<file path="src/rtl/pmc_defines.svh">
// Constant macros for the power mode controller.
`ifndef PMC_DEFINES_SVH
`define PMC_DEFINES_SVH

// ==========================================================================
// Register map (byte addresses on the register bus).
`define PMC_ADR_CTRL 8'h00
`define PMC_ADR_STAT 8'h04

// ==========================================================================
// Control register field positions.
`define PMC_CTRL_SMS_BIT 0
`define PMC_CTRL_DIV_LO 1
`define PMC_CTRL_DIV_HI 2
`define PMC_CTRL_OIE_BIT 3
`define PMC_CTRL_AWE_BIT 4
`define PMC_CTRL_X2_BIT 5
`define PMC_CTRL_RESET 6'h00

// ==========================================================================
// Status register field positions.
`define PMC_STAT_STATE_LO 0
`define PMC_STAT_STATE_HI 7
`define PMC_STAT_OSC_BIT 8
`define PMC_STAT_STAB_BIT 9
`define PMC_STAT_RSTWAKE_BIT 10

// ==========================================================================
// Core interface codes.
`define PMC_OP_HALT 8'h8e
`define PMC_MASK_ALL_EN 2'b10
`define PMC_MASK_RESET 2'b11

// ==========================================================================
// Oscillator stabilization delays in master clock cycles.
`define PMC_STAB_SHORT 256
`define PMC_STAB_LONG 4096

`endif

</file>
<file path="src/rtl/pmc_pkg.sv">
// Types shared by the power mode controller and its bench.
package pmc_pkg;

  // ========================================================================
  // Power states, one-hot.
  typedef enum logic [7:0] {
    PMC_RUN       = 8'h01,
    PMC_SLOW      = 8'h02,
    PMC_WAIT      = 8'h04,
    PMC_SLOW_WAIT = 8'h08,
    PMC_HALT      = 8'h10,
    PMC_ACT_HALT  = 8'h20,
    PMC_AWU_HALT  = 8'h40,
    PMC_STAB      = 8'h80
  } pmc_state_t;

  // ========================================================================
  // Software control fields.
  typedef struct packed {
    logic main_clock_double;
    logic auto_wake_enable;
    logic osc_irq_enable_bit;
    logic [1:0] slow_clock_divider_sel;
    logic slow_mode_select;
  } pmc_ctrl_t;

  // Classic Wishbone request from the master.
  typedef struct packed {
    logic cyc;
    logic stb;
    logic we;
    logic [7:0] adr;
    logic [3:0] sel;
    logic [31:0] dat;
  } pmc_wb_req_t;

  // Clock gating enables handed to the clock tree.
  typedef struct packed {
    logic osc_en;
    logic cpu_en;
    logic periph_en;
    logic timebase_en;
  } pmc_clk_gate_t;

endpackage : pmc_pkg

</file>
<file path="src/rtl/pmc_power_mode_controller.sv">
// Power mode controller: run, slow, wait, halt, active halt and auto wake-up halt.
//
// Added by the designer: the placing of the registers and the Wishbone interface to the registers.
`timescale 1ns/100ps
`include "pmc_defines.svh"

module pmc_power_mode_controller #(
  parameter int STAB_SHORT = `PMC_STAB_SHORT,
  parameter int STAB_LONG = `PMC_STAB_LONG
) (
  // Clock and reset.
  input wire logic clk_i,
  input wire logic rst_i,
  // Wishbone register slave.
  input wire pmc_pkg::pmc_wb_req_t wb_i,
  output logic [31:0] wb_dat_o,
  output logic wb_ack_o,
  // Core instruction events.
  input wire logic instr_exec_i,
  input wire logic [7:0] opcode_i,
  input wire logic wfi_exec_i,
  input wire logic cc_pop_i,
  input wire logic [1:0] cc_pop_mask_i,
  // Interrupt controller and wake sources.
  input wire logic irq_pending_i,
  input wire logic halt_wake_irq_i,
  input wire logic timebase_irq_i,
  input wire logic [1:0] irq_level_i,
  input wire logic awu_wake_i,
  input wire logic reset_req_i,
  // Option bits.
  input wire logic watchdog_en_i,
  input wire logic watchdog_halt_option_i,
  input wire logic stab_long_opt_i,
  // Core control.
  output logic cpu_stopped_o,
  output logic [1:0] cc_mask_o,
  output logic cc_push_o,
  output logic svc_irq_o,
  output logic core_reset_o,
  output logic wdg_reset_o,
  // Clock control.
  output pmc_pkg::pmc_clk_gate_t clk_gate_o,
  output logic pll_x2_o,
  output pmc_pkg::pmc_state_t state_o
);
  import pmc_pkg::*;

  // ========================================================================
  // State record.
  typedef struct packed {
    pmc_state_t st;
    pmc_ctrl_t ctrl;
    // Slow clock divider and oscillator start-up counter.
    logic [3:0] div_cnt;
    logic [12:0] stab_cnt;
    logic stab_rst;
    // Mask level and one-cycle pulses towards the core.
    logic [1:0] cc_mask;
    logic cc_push;
    logic svc_irq;
    logic core_reset;
    logic wdg_reset;
    // Register bus slave.
    logic ack;
    logic [31:0] rdata;
    // Pin synchronisers and their filtered levels.
    logic [2:0] rst_sync;
    logic rst_filt;
    logic [2:0] awu_sync;
    logic awu_filt;
    pmc_clk_gate_t gate;
  } pmc_regs_t;

  pmc_regs_t q_r;
  pmc_regs_t q_nxt;

  // ========================================================================
  // Helper functions.

  // State to return to after a wake, following the slow mode bit.
  function automatic pmc_state_t run_state(input pmc_ctrl_t c);
    run_state = c.slow_mode_select ? PMC_SLOW : PMC_RUN;
  endfunction : run_state

  // Slow clock pulse: every 2, 4, 8 or 16 master cycles.
  function automatic logic slow_tick(input logic [3:0] cnt, input logic [1:0] sel);
    logic [3:0] m;
    m = 4'h0;
    case (sel)
      2'h0: m = 4'h1;
      2'h1: m = 4'h3;
      2'h2: m = 4'h7;
      default: m = 4'hf;
    endcase
    slow_tick = ((cnt & m) == m);
  endfunction : slow_tick

  // Last count of the stabilization delay for the selected option.
  function automatic logic [12:0] stab_last(input logic long_sel);
    stab_last = long_sel ? 13'(STAB_LONG - 1) : 13'(STAB_SHORT - 1);
  endfunction : stab_last

  // Halt exit sources: auto wake-up counts only in auto wake-up halt, never the timebase.
  function automatic logic halt_wake(input pmc_state_t s, input logic irq, input logic awu);
    halt_wake = irq || ((s == PMC_AWU_HALT) && awu);
  endfunction : halt_wake

  // Starts the oscillator start-up count and records whether a reset woke the device.
  function automatic pmc_regs_t start_stab(input pmc_regs_t r, input logic by_reset);
    start_stab = r;
    start_stab.st = PMC_STAB;
    start_stab.stab_cnt = 13'h0000;
    start_stab.stab_rst = by_reset;
  endfunction : start_stab

  // ========================================================================
  // Next state logic.
  // Decoded events of the current cycle.
  logic halt_op;
  logic wake_ev;
  logic rst_ev;
  logic tick;
  logic bus_req;

  always_comb begin
    q_nxt = q_r;
    halt_op = instr_exec_i && (opcode_i == `PMC_OP_HALT);
    rst_ev = q_r.rst_filt;
    tick = 1'b0;
    wake_ev = 1'b0;
    bus_req = wb_i.cyc && wb_i.stb;

    // Pulses last one cycle.
    // Each is raised only for the cycle after its event.
    q_nxt.cc_push = 1'b0;
    q_nxt.svc_irq = 1'b0;
    q_nxt.core_reset = 1'b0;
    q_nxt.wdg_reset = 1'b0;

    // Pin synchronisers: change accepted when second and third stage agree.
    // The first stage may still be settling, so only the later two stages are compared.
    // A short glitch on a pin therefore never reaches the state machine.
    q_nxt.rst_sync = {q_r.rst_sync[1:0], reset_req_i};
    if (q_r.rst_sync[1] == q_r.rst_sync[2]) begin
      q_nxt.rst_filt = q_r.rst_sync[2];
    end
    q_nxt.awu_sync = {q_r.awu_sync[1:0], awu_wake_i};
    if (q_r.awu_sync[1] == q_r.awu_sync[2]) begin
      q_nxt.awu_filt = q_r.awu_sync[2];
    end

    // Master clock divider runs while the oscillator does.
    // Slow ticks therefore stop in halt and resume with the divider where it stopped.
    if (q_r.gate.osc_en) begin
      q_nxt.div_cnt = q_r.div_cnt + 4'h1;
    end
    tick = q_r.ctrl.slow_mode_select ?
           slow_tick(q_r.div_cnt, q_r.ctrl.slow_clock_divider_sel) : 1'b1;

    // ----------------------------------------------------------------------
    // Power state machine.
    case (q_r.st)
      PMC_RUN, PMC_SLOW: begin
        // A slow mode write takes effect on the next edge; the divider keeps its phase.
        q_nxt.st = run_state(q_r.ctrl);
        if (rst_ev) begin
          q_nxt.core_reset = 1'b1;
          q_nxt.st = PMC_RUN;
        end else if (wfi_exec_i) begin
          q_nxt.st = q_r.ctrl.slow_mode_select ? PMC_SLOW_WAIT : PMC_WAIT;
          q_nxt.cc_mask = `PMC_MASK_ALL_EN;
        end else if (halt_op) begin
          // Active halt wins over the watchdog option.
          // Then come watchdog reset, auto wake-up halt and plain halt.
          if (q_r.ctrl.osc_irq_enable_bit) begin
            q_nxt.st = PMC_ACT_HALT;
            q_nxt.cc_mask = `PMC_MASK_ALL_EN;
          end else if (watchdog_en_i && !watchdog_halt_option_i) begin
            q_nxt.wdg_reset = 1'b1;
          end else if (q_r.ctrl.auto_wake_enable) begin
            q_nxt.st = PMC_AWU_HALT;
            q_nxt.cc_mask = `PMC_MASK_ALL_EN;
          end else begin
            q_nxt.st = PMC_HALT;
            q_nxt.cc_mask = `PMC_MASK_ALL_EN;
          end
        end
      end
      PMC_WAIT, PMC_SLOW_WAIT: begin
        // The oscillator never stops in wait.
        // Any enabled interrupt ends it with no start-up delay.
        if (rst_ev) begin
          q_nxt.core_reset = 1'b1;
          q_nxt.st = PMC_RUN;
        end else if (irq_pending_i) begin
          q_nxt.st = run_state(q_r.ctrl);
          wake_ev = 1'b1;
        end
      end
      PMC_HALT, PMC_AWU_HALT: begin
        // The oscillator restarts at once; the core stays stopped until the count ends.
        if (rst_ev || halt_wake(q_r.st, halt_wake_irq_i, q_r.awu_filt)) begin
          q_nxt = start_stab(q_nxt, rst_ev);
        end
      end
      PMC_ACT_HALT: begin
        // Only a reset exit waits for the start-up count; the oscillator never stopped.
        if (rst_ev) begin
          q_nxt = start_stab(q_nxt, 1'b1);
        end else if (timebase_irq_i || halt_wake_irq_i) begin
          q_nxt.st = run_state(q_r.ctrl);
          wake_ev = 1'b1;
        end
      end
      PMC_STAB: begin
        // A reset request seen during the count is remembered.
        // The delay then ends in a reset vector fetch, not in an interrupt service.
        if (rst_ev) begin
          q_nxt.stab_rst = 1'b1;
        end
        if (q_r.stab_cnt == stab_last(stab_long_opt_i)) begin
          q_nxt.st = run_state(q_r.ctrl);
          if (q_r.stab_rst || rst_ev) begin
            q_nxt.core_reset = 1'b1;
            q_nxt.st = PMC_RUN;
          end else begin
            wake_ev = 1'b1;
          end
        end else begin
          q_nxt.stab_cnt = q_r.stab_cnt + 13'h0001;
        end
      end
      default: begin
        q_nxt.st = PMC_RUN;
      end
    endcase

    // ----------------------------------------------------------------------
    // Interrupt service hand-off and condition code mask.
    if (wake_ev) begin
      q_nxt.svc_irq = 1'b1;
      q_nxt.cc_push = 1'b1;
      q_nxt.cc_mask = irq_level_i;
    end else if (cc_pop_i) begin
      q_nxt.cc_mask = cc_pop_mask_i;
    end
    if (q_nxt.core_reset) begin
      q_nxt.cc_mask = `PMC_MASK_RESET;
      q_nxt.stab_rst = 1'b0;
    end

    // ----------------------------------------------------------------------
    // Clock gating for the next cycle.
    // The gates follow the next state, so a clock stops on the edge that enters its mode.
    // Nothing runs for a cycle in a mode that should have stopped it.
    q_nxt.gate = '0;
    case (q_nxt.st)
      PMC_RUN, PMC_SLOW: begin
        q_nxt.gate.osc_en = 1'b1;
        q_nxt.gate.cpu_en = 1'b1;
        q_nxt.gate.periph_en = 1'b1;
        q_nxt.gate.timebase_en = 1'b1;
      end
      PMC_WAIT, PMC_SLOW_WAIT: begin
        q_nxt.gate.osc_en = 1'b1;
        q_nxt.gate.periph_en = 1'b1;
        q_nxt.gate.timebase_en = 1'b1;
      end
      PMC_ACT_HALT: begin
        q_nxt.gate.osc_en = 1'b1;
        q_nxt.gate.timebase_en = 1'b1;
      end
      PMC_STAB: begin
        q_nxt.gate.osc_en = 1'b1;
      end
      default: begin
        // Halt and auto wake-up halt stop every clock, the oscillator included.
        q_nxt.gate = '0;
      end
    endcase

    // ----------------------------------------------------------------------
    // Wishbone slave: one wait state, ack for one cycle.
    // A write lands on the edge that raises ack.
    // The ack term keeps a held request from being taken twice.
    q_nxt.ack = bus_req && !q_r.ack;
    if (bus_req && !q_r.ack) begin
      q_nxt.rdata = 32'h0000_0000;
      case (wb_i.adr)
        `PMC_ADR_CTRL: begin
          q_nxt.rdata = {26'h0, q_r.ctrl};
          if (wb_i.we && wb_i.sel[0]) begin
            q_nxt.ctrl = pmc_ctrl_t'(wb_i.dat[`PMC_CTRL_X2_BIT:`PMC_CTRL_SMS_BIT]);
          end
        end
        `PMC_ADR_STAT: begin
          q_nxt.rdata[`PMC_STAT_STATE_HI:`PMC_STAT_STATE_LO] = q_r.st;
          q_nxt.rdata[`PMC_STAT_OSC_BIT] = q_r.gate.osc_en;
          q_nxt.rdata[`PMC_STAT_STAB_BIT] = (q_r.st == PMC_STAB);
          q_nxt.rdata[`PMC_STAT_RSTWAKE_BIT] = q_r.stab_rst;
        end
        default: begin
          q_nxt.rdata = 32'h0000_0000;
        end
      endcase
    end

    // ----------------------------------------------------------------------
    // Synchronous reset.
    // It overrides everything above, a bus access in progress included.
    if (rst_i) begin
      q_nxt = '0;
      q_nxt.st = PMC_RUN;
      q_nxt.ctrl = pmc_ctrl_t'(`PMC_CTRL_RESET);
      q_nxt.cc_mask = `PMC_MASK_RESET;
      q_nxt.gate.osc_en = 1'b1;
      q_nxt.gate.cpu_en = 1'b1;
      q_nxt.gate.periph_en = 1'b1;
      q_nxt.gate.timebase_en = 1'b1;
    end
  end

  // ========================================================================
  // State register.
  // Every field of the record changes on this one edge.
  always_ff @(posedge clk_i) begin
    q_r <= q_nxt;
  end

  // ========================================================================
  // Outputs.
  // The slow tick qualifies only the core and peripheral gates.
  // The oscillator and the timebase keep the master rate whenever they are enabled.
  always_comb begin
    clk_gate_o = q_r.gate;
    clk_gate_o.cpu_en = q_r.gate.cpu_en && tick;
    clk_gate_o.periph_en = q_r.gate.periph_en && tick;
  end

  assign wb_dat_o = q_r.rdata;
  assign wb_ack_o = q_r.ack;
  assign cpu_stopped_o = !q_r.gate.cpu_en;
  assign cc_mask_o = q_r.cc_mask;
  assign cc_push_o = q_r.cc_push;
  assign svc_irq_o = q_r.svc_irq;
  assign core_reset_o = q_r.core_reset;
  assign wdg_reset_o = q_r.wdg_reset;
  // The doubler select goes straight to the clock tree; it is not gated by mode.
  assign pll_x2_o = q_r.ctrl.main_clock_double;
  assign state_o = q_r.st;

endmodule : pmc_power_mode_controller

</file>
<file path="config.mk">
export PLATFORM = sky130hd
export DESIGN_NAME = pmc_power_mode_controller
export DESIGN_NICKNAME = d
export VERILOG_FILES = /design/src/rtl/pmc_pkg.sv /design/src/rtl/pmc_power_mode_controller.sv
export VERILOG_INCLUDE_DIRS = /design/src /design/src/rtl
export SDC_FILE = /design/constraint.sdc
export NUM_CORES = 1
export LEC_CHECK = 0
export ABC_AREA = 1
export ABC_CLOCK_PERIOD_IN_PS = 1400
export BUFFER_PORTS_ARGS = -buffer_cell sky130_fd_sc_hd__buf_2
export CORE_UTILIZATION = 35
export DETAILED_ROUTE_END_ITERATION = 16
export SYNTH_ARGS = -nofsm -noshare
export SYNTH_HDL_FRONTEND = slang
export SYNTH_SLANG_ARGS = --single-unit
</file>
<file path="constraint.sdc">
create_clock -name clk_i -period 1.4 [get_ports clk_i]
set_input_delay 0.07 -clock clk_i [delete_from_list [all_inputs] [get_ports clk_i]]
set_output_delay 0.07 -clock clk_i [all_outputs]
set_load 0.02 [all_outputs]
</file>
==> results.txt <==
- The clock reaches the later pin of the worst-skew pair after around 0.35 ns.
- Nets: 732
- For the finished layout, the period the worst path requires is ~1.6 ns.
* Fraction of final layout cells sized beyond drive strength 1: 0.422
* Yosys warning count: 0
* DRT iter0 DRCs: 130
- The largest single stage delay on the critical path is 0.35 ns.
- TritonCTS built the clock tree.
- The worst setup path is captured at a register.
- The root buffer cell chosen for the clock tree is sky130_fd_sc_hd__clkbuf_8.
* Global placement routability congestion: approximately 0.87
- Final hold violations: 0
- Buffers inserted during clock tree synthesis total 9.
- Share of the clock period used by the worst path: 1.13
- Gr usage total: 0.190
- For this run, the top clock speed supported by timing is 0.633 GHz.
- Summed over all layers, the routed wires come to 9790 um.
- Synth cell types: 38
* Sum of net half-perimeters after detailed placement: slightly above 7000 um
- DRC violations left: 0
- Setup violations remaining at the end of the flow were counted as 29.
* Top Family by Delay on Critical Path: simple AND/OR/NAND/NOR gates
- Diodes inserted: 0
- Cell chain of the critical path: ha_4 > nand4_1 > nor2_4 > nand2_4 > a21oi_4 > buf_6 > nand3_1 > a21oi_2
- After floorplanning, the core was divided into 36 placement rows.
- The number of max-slew violations in the final report was 0.
- Die footprint: between 10000 and 15000 um2
- By startpoint and endpoint, the worst setup path is classified as reg -> reg.
* CP Data Required Time: 1.68 ns
* Number of global-route vias before repair: between 3000 and 4000
- Design area: 4970 um2
* Ports: approximately 130
* Number of fill cells in the layout: just under 1000
- Clock skew on the completed layout was measured at around 0.0056 ns.
- First drt pass iteration count: 4
* Global-route wire length before repair: 15300 um
- Dividing the detail-routed wire length by the instance count gives 12.3 um.
- Using the TritonRoute via totals, the vias-per-cell ratio works out to around 4.5.
- Across the run, the number of max-cap violations was 0.
* Die boundary height: 102 um
* Commonest non-fill, non-tap cell in the layout: sky130_fd_sc_hd__nand2_1
* Die span in x: slightly above 100 um
* Initial Util: 0.360
- Power density normalized to cell area: between 700 and 800 nW/um2
* Commonest cells after routing, fill and taps aside: sky130_fd_sc_hd__nand2_1, sky130_fd_sc_hd__buf_4, sky130_fd_sc_hd__buf_2
- Peak supply drop: around 0.41 mV
- Final worst slack: -0.181 ns
- Hold timing on the final database bottoms out at a slack of 0.00873 ns.
- Critical Path Fanout Max: 10
* DRT antenna net count: 0
- The clock net in this run drives a total of 61 sinks.
- Counting flops with a built-in enable in the synthesized netlist gives 0.
* Highest-delay cell along the critical path: sky130_fd_sc_hd__dfxtp_2
* CTS max path bufs: 2
* Post-Place Cell Area: between 4000 and 5000 um2
* Depth of the CTS H-tree: 3
* Post-Synthesis Mean Instance Area: about 6.8 um2
- STA puts the critical path data arrival time at 1.86 ns.
- Class of the tightest hold or removal check: in -> reg
- Clock-pin slew on the worst setup and hold paths: around 0.07 ns
- In the final timing run, aggregate negative setup slack is -3.57 ns.
- Summing every instance area after synthesis gives about 3500 um2.
- GRT Residual Overflow: 0
* Pin count of the biggest net entering global routing: 21
- Number of input and output port buffers inserted: 74
- Seq cells post-synth: just over 60
- The run finished, with violations left.
- STA classifies the critical path startpoint as a register.
- Crit path buf inv count: 1
* Area growth from synthesis to layout: 41.2%
- Share of synthesized registers carrying an async set or reset: 0
- Summing over every cut layer, the via total after detailed routing is approximately 3600.
- Most frequently used flop master after synthesis: sky130_fd_sc_hd__dfxtp_1
* Antenna violations before repair: 0
- Violated checks: setup timing
- Cell leakage power: between 2 and 2.5 nW
- The core region is between 9000 and 10000 um2.
- RSZ-0062 raised after global routing: true
- The cell count after synthesis came out at 521.
- The share of the Yosys chip area taken by registers is 0.347.
area by class of cell:
type / count / area, um2 / area share
Timing Repair Buffer: 163 / 1080 / 0.218
Sequential cell: 61 / 1260 / 0.254
Clock inverter: 6 / 61.3 / 0.0123
Tap cell: 133 / 166 / 0.0335
Clock buffer: 10 / 138 / 0.0277
Multi-Input combinational cell: 362 / 2020 / 0.407
Inverter: 61 / 234 / 0.0471
routing by layer:
layer  wire length (um)  vias to the layer above  share of wire  track usage
li1                   -                     1876              -            -
met3                560                       15          0.057       0.0458
met1               4290                     1622           0.44        0.226
met5                  0                        -              0            0
met4                134                        0          0.014       0.0604
met2               4810                      104           0.49        0.334
sequential cells by signal, summed over array words and instances, names as in the netlist:
register,cells
wdg_reset_o,1
wb_dat_o,11
core_reset_o,1
cc_push_o,1
cc_mask_o,2
clk_gate_o,2
state_o,8
pll_x2_o,1
q_r,32
rst_ev,1
wb_ack_o,1
cell usage after synthesis, types with 3 or more instances:
cell | number | share of area
sky130_fd_sc_hd__nand2_1 | 112 | 0.12
sky130_fd_sc_hd__dfxtp_1 | 61 | 0.35
sky130_fd_sc_hd__nor2_1 | 61 | 0.065
sky130_fd_sc_hd__inv_1 | 57 | 0.061
sky130_fd_sc_hd__buf_4 | 45 | 0.096
sky130_fd_sc_hd__nand3_1 | 45 | 0.064
sky130_fd_sc_hd__a21oi_1 | 40 | 0.057
sky130_fd_sc_hd__o21ai_0 | 19 | 0.027
sky130_fd_sc_hd__nand4_1 | 8 | 0.014
sky130_fd_sc_hd__clkbuf_1 | 7 | 0.0075
sky130_fd_sc_hd__nor3_1 | 7 | 0.010
sky130_fd_sc_hd__nor2_2 | 6 | 0.011
sky130_fd_sc_hd__xor2_1 | 6 | 0.015
sky130_fd_sc_hd__nand2_2 | 5 | 0.0089
sky130_fd_sc_hd__a31oi_1 | 3 | 0.0053
sky130_fd_sc_hd__buf_6 | 3 | 0.0096
sky130_fd_sc_hd__inv_2 | 3 | 0.0032
sky130_fd_sc_hd__nor2_4 | 3 | 0.0096
sky130_fd_sc_hd__nor3_2 | 3 | 0.0085
sky130_fd_sc_hd__o211ai_1 | 3 | 0.0064
report_power, final:
part	switching, mW	internal [mW]	leakage [nW]
clock network	0.734	0.864	0.0986
registers	0.0265	1.76	0.505
logic	0.328	0.215	1.68
kinds of logic after synthesis:
group	Yosys count	synth area share
AOI/OAI and AO/OA	72	0.113
DFF	61	0.347
adders and majority gates	2	0.00711
buffers and inverters	119	0.182
other	1	0.00107
xor gates and xnor gates	6	0.0149
and+or+nand+nor	260	0.335
what timing repair did:
item,CTS,global route
buffers inserted,6,7
pin swaps,14,21
setup endpoints to repair,33,39
gates resized for setup,38,57
hold buffers,2,0
gates cloned,1,0
hold endpoints to repair,2,0
worst register-to-register path, delay by kind of cell, from the launching register on:
kind,cells,cell delay [ns]
compound gates,2,0.37
fa+ha+maj,1,0.14
buf+inv,1,0.18
flops,1,0.35
simple gates,4,0.46
through the flow:
step	std cells	setup WS [ns]	power, mW	util
final	796	-0.181	3.93	0.509
after floorplan	541	-0.136	2.16	-
after detailed placement	765	-0.202	2.32	0.444
after global placement	765	-0.165	2.31	0.444
after CTS	790	-0.163	3.93	0.483
after global routing	796	-0.262	4.11	0.509
final timing paths:
check          start       to  slack, ns  cells past startpoint
max          q_r[53]  q_r[53]      -0.18                      8
min reg2reg   q_r[5]   q_r[6]       0.40                      2
min          wb_i[1]  q_r[70]      0.009                      3
max reg2reg  q_r[53]  q_r[53]      -0.18                      8
(Power assumes the default switching activity.)
